[config.mk]
export PLATFORM = sky130hd
export DESIGN_NAME = upio_pin_ctrl
export DESIGN_NICKNAME = d
export VERILOG_FILES = /design/src/rtl/upio_pkg.sv /design/src/rtl/upio_pin_cell.sv /design/src/rtl/upio_pin_ctrl.sv
export VERILOG_INCLUDE_DIRS = /design/src /design/src/rtl
export SDC_FILE = /design/constraint.sdc
export NUM_CORES = 1
export LEC_CHECK = 0
export ABC_AREA = 1
export BUFFER_PORTS_ARGS = -buffer_cell sky130_fd_sc_hd__buf_2
export CORE_UTILIZATION = 40
export DETAILED_ROUTE_END_ITERATION = 8
export PLACE_DENSITY_LB_ADDON = 0.2
export SYNTH_ARGS = -nofsm -noshare
export SYNTH_HDL_FRONTEND = slang
export SYNTH_HIERARCHICAL = 1
export SYNTH_SLANG_ARGS = --single-unit
export TNS_END_PERCENT = 5
[constraint.sdc]
create_clock -name clk -period 1.1 [get_ports clk]
set_input_delay 0.11 -clock clk [delete_from_list [all_inputs] [get_ports clk]]
set_output_delay 0.11 -clock clk [all_outputs]
set_load 0.005 [all_outputs]
[src/rtl/upio_regs.svh]
// Register map constants for the serial port pin I/O controller
// Assumes inclusion by bare name from the rtl folder
`ifndef UPIO_REGS_SVH
`define UPIO_REGS_SVH
`define UPIO_PSEL_EN 12'h000
`define UPIO_PSEL_DIS 12'h004
`define UPIO_PSEL_STAT 12'h008
`define UPIO_OUT_EN 12'h010
`define UPIO_OUT_DIS 12'h014
`define UPIO_DIR_STAT 12'h018
`define UPIO_LVL_SET 12'h030
`define UPIO_LVL_CLR 12'h034
`define UPIO_LVL_STAT 12'h038
`define UPIO_PIN_STAT 12'h03C
`define UPIO_OD_EN 12'h040
`define UPIO_OD_DIS 12'h044
`define UPIO_OD_STAT 12'h048
`define UPIO_CTRL 12'h060
`define UPIO_FIELD_LSB 16
`define UPIO_FIELD_MASK 32'h0007_0000
`define UPIO_SOFT_RST_BIT 0
`define UPIO_PSEL_RESET 3'h7
`define UPIO_ZERO_RESET 3'h0
`define UPIO_ADDR_MSB 11
`endif

[src/rtl/upio_pkg.sv]
// Types shared by the serial port pin I/O controller
// Assumes no other package
package upio_pkg;
    // One bit per pin: clock, transmit, receive
    typedef struct packed {
        logic rxd;
        logic txd;
        logic sck;
    } upio_pins_t;
    // Serial function's drive on its transmit and clock pins
    typedef struct packed {
        logic txdOut;
        logic sckOut;
        logic sckOe;
    } upio_func_t;
    // Bus slave phase state
    typedef enum logic [0:0] {
        UPIO_IDLE = 1'b0,
        UPIO_DATA = 1'b1
    } upio_state_t;
endpackage

[src/rtl/upio_pin_cell.sv]
// One pin cell: mux between serial function and general purpose I/O
// Assumes synchronous pin input; output enable high while driving
`timescale 1ns/1ps
`default_nettype none
module upio_pin_cell (
    input wire logic clk,
    input wire logic reset,
    input wire logic gpioSel,
    input wire logic dirOut,
    input wire logic outLevel,
    input wire logic openDrain,
    input wire logic funcOut,
    input wire logic funcOe,
    input wire logic padIn,
    output logic padOut,
    output logic padOe,
    output logic pinLevel
);
    // Registered drive so every top output comes from a flop
    always_ff @(posedge clk) begin
        if (reset) begin
            padOut <= 1'b0;
            padOe <= 1'b0;
        end else if (gpioSel) begin
            // Open drain only pulls low, releases for a one
            padOut <= openDrain ? 1'b0 : outLevel;
            padOe <= dirOut & ~(openDrain & outLevel);
        end else begin
            padOut <= funcOut;
            padOe <= funcOe;
        end
    end
    // Pin level sampled each cycle
    always_ff @(posedge clk) begin
        if (reset) begin
            pinLevel <= 1'b0;
        end else begin
            pinLevel <= padIn;
        end
    end
endmodule
`default_nettype wire

[src/rtl/upio_pin_ctrl.sv]
// Pin I/O controller for the three serial port pins, AHB-Lite slave
// Assumes one clock, synchronous reset, single word transfers only
//
// Contract
// - Status bit 16 shows clock pin under I/O
// - Status bit 17 shows transmit pin under I/O
// - Status bit 18 shows receive pin under I/O
// - Direction status: one means output, bits 16-18
// - Output level status returns programmed levels
// - Pin level status shows sampled pin levels
// - Open drain status shows ones for open drain
// - Zero open drain bit means normal drive
// - Decode pin select enable and disable
// - Decode output enable and disable
// - Decode output level set and clear
// - Decode open drain enable and disable
// - Each pin shared, chosen by this controller
// - Soft reset restores all pin registers
//
// The AHB-Lite slave port was chosen for this implementation.
`timescale 1ns/1ps
`default_nettype none
`include "upio_regs.svh"
module upio_pin_ctrl import upio_pkg::*; (
    input wire logic clk,
    input wire logic reset,
    input wire logic hsel,
    input wire logic [31:0] haddr,
    input wire logic [1:0] htrans,
    input wire logic hwrite,
    input wire logic [2:0] hsize,
    input wire logic [31:0] hwdata,
    input wire logic hready,
    output logic [31:0] hrdata,
    output logic hreadyout,
    output logic hresp,
    input wire upio_func_t funcIn,
    output upio_pins_t funcRxd,
    input wire upio_pins_t padIn,
    output upio_pins_t padOut,
    output upio_pins_t padOe,
    output logic portSoftReset
);
    ////////////////////////////////////////////////////////////////////////
    // Pin state registers
    upio_pins_t pinSel_r; // Pin under general purpose control
    upio_pins_t dirOut_r; // Direction, one is output
    upio_pins_t outLevel_r; // Programmed output level
    upio_pins_t openDrain_r; // Open drain selection
    upio_pins_t pinLevel; // Sampled pin levels
    upio_state_t state_r; // Bus phase
    logic [`UPIO_ADDR_MSB:0] addr_r; // Latched address
    logic write_r; // Latched direction
    logic softRst_r; // Soft reset pulse from control word
    logic [2:0] wrBits; // Write data field for the three pins
    logic wrStrobe; // Data phase of a write
    logic addrTake; // Address phase accepted

    ////////////////////////////////////////////////////////////////////////
    // Bus front end
    assign addrTake = hsel & hready & htrans[1];
    assign wrStrobe = (state_r == UPIO_DATA) & write_r;
    assign wrBits = hwdata[`UPIO_FIELD_LSB +: 3];

    // Phase tracker; slave never stretches, so one data cycle per transfer
    always_ff @(posedge clk) begin
        if (reset) begin
            state_r <= UPIO_IDLE;
            addr_r <= '0;
            write_r <= 1'b0;
        end else begin
            case (state_r)
                UPIO_IDLE: begin
                    if (addrTake) begin
                        state_r <= UPIO_DATA;
                    end
                end
                UPIO_DATA: begin
                    if (!addrTake) begin
                        state_r <= UPIO_IDLE;
                    end
                end
                default: begin
                    state_r <= UPIO_IDLE;
                end
            endcase
            if (addrTake) begin
                addr_r <= haddr[`UPIO_ADDR_MSB:0];
                write_r <= hwrite;
            end
        end
    end

    // Always ready, always OKAY
    always_ff @(posedge clk) begin
        if (reset) begin
            hreadyout <= 1'b1;
            hresp <= 1'b0;
        end else begin
            hreadyout <= 1'b1;
            hresp <= 1'b0;
        end
    end

    ////////////////////////////////////////////////////////////////////////
    // Soft reset: control word bit, one-cycle pulse, restores pin registers to reset values
    always_ff @(posedge clk) begin
        if (reset) begin
            softRst_r <= 1'b0;
        end else begin
            softRst_r <= wrStrobe && addr_r == `UPIO_CTRL && hwdata[`UPIO_SOFT_RST_BIT];
        end
    end
    always_ff @(posedge clk) begin
        if (reset) begin
            portSoftReset <= 1'b0;
        end else begin
            portSoftReset <= softRst_r;
        end
    end

    ////////////////////////////////////////////////////////////////////////
    // Set and clear pairs; writing zero leaves a bit alone
    always_ff @(posedge clk) begin
        if (reset || softRst_r) begin
            pinSel_r <= `UPIO_PSEL_RESET;
        end else if (wrStrobe && addr_r == `UPIO_PSEL_EN) begin
            pinSel_r <= pinSel_r | wrBits;
        end else if (wrStrobe && addr_r == `UPIO_PSEL_DIS) begin
            pinSel_r <= pinSel_r & ~wrBits;
        end
    end
    always_ff @(posedge clk) begin
        if (reset || softRst_r) begin
            dirOut_r <= `UPIO_ZERO_RESET;
        end else if (wrStrobe && addr_r == `UPIO_OUT_EN) begin
            dirOut_r <= dirOut_r | wrBits;
        end else if (wrStrobe && addr_r == `UPIO_OUT_DIS) begin
            dirOut_r <= dirOut_r & ~wrBits;
        end
    end
    always_ff @(posedge clk) begin
        if (reset || softRst_r) begin
            outLevel_r <= `UPIO_ZERO_RESET;
        end else if (wrStrobe && addr_r == `UPIO_LVL_SET) begin
            outLevel_r <= outLevel_r | wrBits;
        end else if (wrStrobe && addr_r == `UPIO_LVL_CLR) begin
            outLevel_r <= outLevel_r & ~wrBits;
        end
    end
    always_ff @(posedge clk) begin
        if (reset || softRst_r) begin
            openDrain_r <= `UPIO_ZERO_RESET;
        end else if (wrStrobe && addr_r == `UPIO_OD_EN) begin
            openDrain_r <= openDrain_r | wrBits;
        end else if (wrStrobe && addr_r == `UPIO_OD_DIS) begin
            openDrain_r <= openDrain_r & ~wrBits;
        end
    end

    ////////////////////////////////////////////////////////////////////////
    // Read data: registered at the address phase so it stands in data phase
    always_ff @(posedge clk) begin
        if (reset) begin
            hrdata <= '0;
        end else if (addrTake && !hwrite) begin
            hrdata <= '0; // Unmapped and write-only read zero
            case (haddr[`UPIO_ADDR_MSB:0])
                `UPIO_PSEL_STAT: hrdata[`UPIO_FIELD_LSB +: 3] <= pinSel_r;
                `UPIO_DIR_STAT: hrdata[`UPIO_FIELD_LSB +: 3] <= dirOut_r;
                `UPIO_LVL_STAT: hrdata[`UPIO_FIELD_LSB +: 3] <= outLevel_r;
                `UPIO_PIN_STAT: hrdata[`UPIO_FIELD_LSB +: 3] <= pinLevel;
                `UPIO_OD_STAT: hrdata[`UPIO_FIELD_LSB +: 3] <= openDrain_r;
                default: hrdata <= '0;
            endcase
        end
    end

    ////////////////////////////////////////////////////////////////////////
    // Pin cells; serial function gets the pin when not under I/O control
    upio_pins_t funcOut;
    upio_pins_t funcOe;
    assign funcOut = '{rxd: 1'b0, txd: funcIn.txdOut, sck: funcIn.sckOut};
    assign funcOe = '{rxd: 1'b0, txd: 1'b1, sck: funcIn.sckOe};
    for (genvar i = 0; i < 3; i++) begin : g_pin
        upio_pin_cell u_cell (
            .clk(clk),
            .reset(reset),
            .gpioSel(pinSel_r[i]),
            .dirOut(dirOut_r[i]),
            .outLevel(outLevel_r[i]),
            .openDrain(openDrain_r[i]),
            .funcOut(funcOut[i]),
            .funcOe(funcOe[i]),
            .padIn(padIn[i]),
            .padOut(padOut[i]),
            .padOe(padOe[i]),
            .pinLevel(pinLevel[i])
        );
    end

    // Function receives sampled pin, idle high while pin is taken by I/O
    always_ff @(posedge clk) begin
        if (reset) begin
            funcRxd <= 3'b111;
        end else begin
            funcRxd <= padIn | pinSel_r;
        end
    end
endmodule
`default_nettype wire

==> qor.yml <==
grt_pass1_wl_um: 8038
p_total_mw: 3.137
mostFrequentLayoutCells: "43 x nand2_1, 43 x dfxtp_1, 40 x buf_2"
drive_above_1_share_pct: 26.78
drtIter0Drc: 108
vias_per_cell: 4.518
crit_chain: "nand2_1, nor3_4, nand3_1, a21oi_1, o21ai_1"
clock-root-buffer: "clkbuf_8"
switchingPower_uw: 785.8
grt_max_degree: 19
num-nets-final: 445
cpLargestDelayFamily: "simple AND/OR/NAND/NOR gates"
timing.final.crit_period_ns: 1.210
drc: 0
cts_tree: "yes"
fin_skew_ns: 0.003667
power_leakage_nw: 1.231
worstPathRequired_ns: 1.29
antenna_found_initial: 0
initial_core_util_pct: 42.02
drtAntennaViolNets: 0
cellInternalPower_mw: 2.351
portBuffers: 40
report.final.slew_viol_count: 0
seq_area_um2: 860.8
wl_per_cell_um: 11.02
critPathSlowestCell: "dfxtp_1"
drt_wl_total_um: 4804
power_switching_share_pct: 25.05
grt_setup_unrepaired: "yes"
io_pins: 124
crit_buf_inv: 0
clkSlewWorstSetupHoldPaths_ns: 0.08
seqPwrFrac_pct: 51.2
core_area_um2: 5172
run_status: "finished with violations"
htreeDepth: 2
ys_types: 26
overflow: 0
syn_inst: 295
syn2layout_area_growth_pct: 24.81
chipHeight_um: 75.71
fmax_mhz: 826.7
final.period_utilization_pct: 110.0
fillers: 531
drtPass1Iterations: 4
synth.yosys.seq_area_share_pct: 39.61
synth.avg_cell_area_um2: 7.367
fin_ws_ns: -0.1097
finalHoldViolations: 0
violations: "setup timing"
rows: 26
power_frac_clock_pct: 34.9
syn_area_um2: 2173
pwr_density_cell_nw_per_um2: 1157
clock-sinks: 43
yosys_warnings: 6
crit_fanout: 3
grt_pass1_vias: 1744
min_path_type: "input port to flop"
cts_buffer_depth: 2
pwr-share-comb_pct: 13.9
clock_latency_ns: 0.29
critical-path-max-stage-delay_ns: 0.33
globalplace.congestion: 0.8259
setup_violations: 13
multi_input_area_um2: 1087
synth-seq-cells: 43
final_cell_area_um2: 2713
ir_drop_uv: 505.3
start_kind: "flop"
die_x_um: 75.71
arrival_ns: 1.40
die-area_um2: 5732
critPathKind: "flop to flop"
endpoint_kind: "flop"
vias: 1970
numCtsBuffers: 5
place_area_um2: 2530
cap_viol_max_count: 0
grt_use_total_pct: 19.04
antenna_cells: 0
dpl.hpwl_um: 3589
## Yosys cell counts
library cell | n | area [um^2]
nand2_1 | 44 | 165.2
dfxtp_1 | 43 | 860.8
nor2_1 | 33 | 123.9
buf_4 | 31 | 232.7
inv_1 | 30 | 112.6
a21oi_1 | 23 | 115.1
nand3_1 | 22 | 110.1
nand4_1 | 18 | 112.6
o21ai_0 | 15 | 75.07
clkbuf_1 | 4 | 15.01
nor2_2 | 4 | 25.02
nor3_2 | 4 | 40.04
a21boi_2 | 3 | 33.78
a21oi_2 | 3 | 26.28
o21bai_1 | 3 | 22.52
conb_1 | 2 | 7.510
inv_2 | 2 | 7.510
nand3_2 | 2 | 20.02
o21ai_1 | 2 | 10.01
a211oi_1 | 1 | 7.510
buf_6 | 1 | 11.26
clkinv_1 | 1 | 3.750
nor3_1 | 1 | 5.000
nor3_4 | 1 | 16.27
o211ai_1 | 1 | 7.510
or2_1 | 1 | 6.260
## routing by layer
| metal | part of all wire, % | vias to the layer above | track usage [%] |
|---|---|---|---|
| met5 | 0 | - | 0 |
| met1 | 47 | 855 | 25.82 |
| met3 | 6.1 | 7 | 4.497 |
| met4 | 1.6 | 0 | 7.202 |
| li1 | - | 1043 | - |
| met2 | 46 | 65 | 29.46 |
## power by group through the flow
stage	Combinational, mW	Clock, mW	Sequential [mW]
after floorplan	0.275	0	1.64
after global placement	0.379	0	1.64
after detailed placement	0.382	0	1.64
after CTS	0.417	1.12	1.61
after global routing	0.492	1.20	1.61
final	0.437	1.09	1.61
## worst paths after layout
path	start	slack, ns	cells past startpoint	endpoint
worst min register to register	softRst_r$_SDFF_PP0_	0.42	2	portSoftReset$_SDFF_PP0_
worst max-delay path	write_r$_SDFFE_PP0P_	-0.11	5	flop
worst max register to register	write_r$_SDFFE_PP0P_	-0.11	5	flop
worst min-delay path	padIn[2]	0.009	3	funcRxd[2]$_SDFF_PP1_
## final cells by class
class                      count  area share, %
sequential                    43          31.73
clock buffer                   8          3.690
tap                           70          3.229
multi-input combinational    215          40.08
timing repair buffer          67          16.56
inverter                      33          4.705
## what timing repair did
item / 4_1_cts / 5_1_grt
hold buffers: 1 / 1
endpoints found under the setup margin: 13 / 13
pin swaps: 10 / 3
setup buffers: 1 / 0
gates cloned: 0 / 0
endpoints found under the hold margin: 1 / 1
gates resized for setup: 0 / 10
## metrics by stage
stage               hold WS [ns]  utilization [%]  setup TNS (ns)  worst slack [ns]  cells
global route             0.01375            52.44          -2.447           -0.2195    436
detailed placement        0.3046            48.91          -1.711           -0.1538    425
global placement          0.3062            48.91          -1.440           -0.1296    425
floorplan                 0.1812                -        -0.07212         -0.008014    327
CTS                     0.002630            51.43          -1.445           -0.1509    435
finish                  0.008913            52.44          -1.059           -0.1097    436
## cell families after synthesis
kind of cell | count (synthesis) | share of synthesized area [%]
buffers and inverters | 69 | 17.62
flip-flops | 43 | 39.61
AO/OA/AOI/OAI | 51 | 13.70
AND/OR/NAND/NOR | 130 | 28.73
other | 2 | 0.3456
## tightest hold or removal path: stages
cell	delay, ns
buf_2	0.09
nor2_1	0.04
nand2_1	0.04
Power figures use the tool's default switching activity.
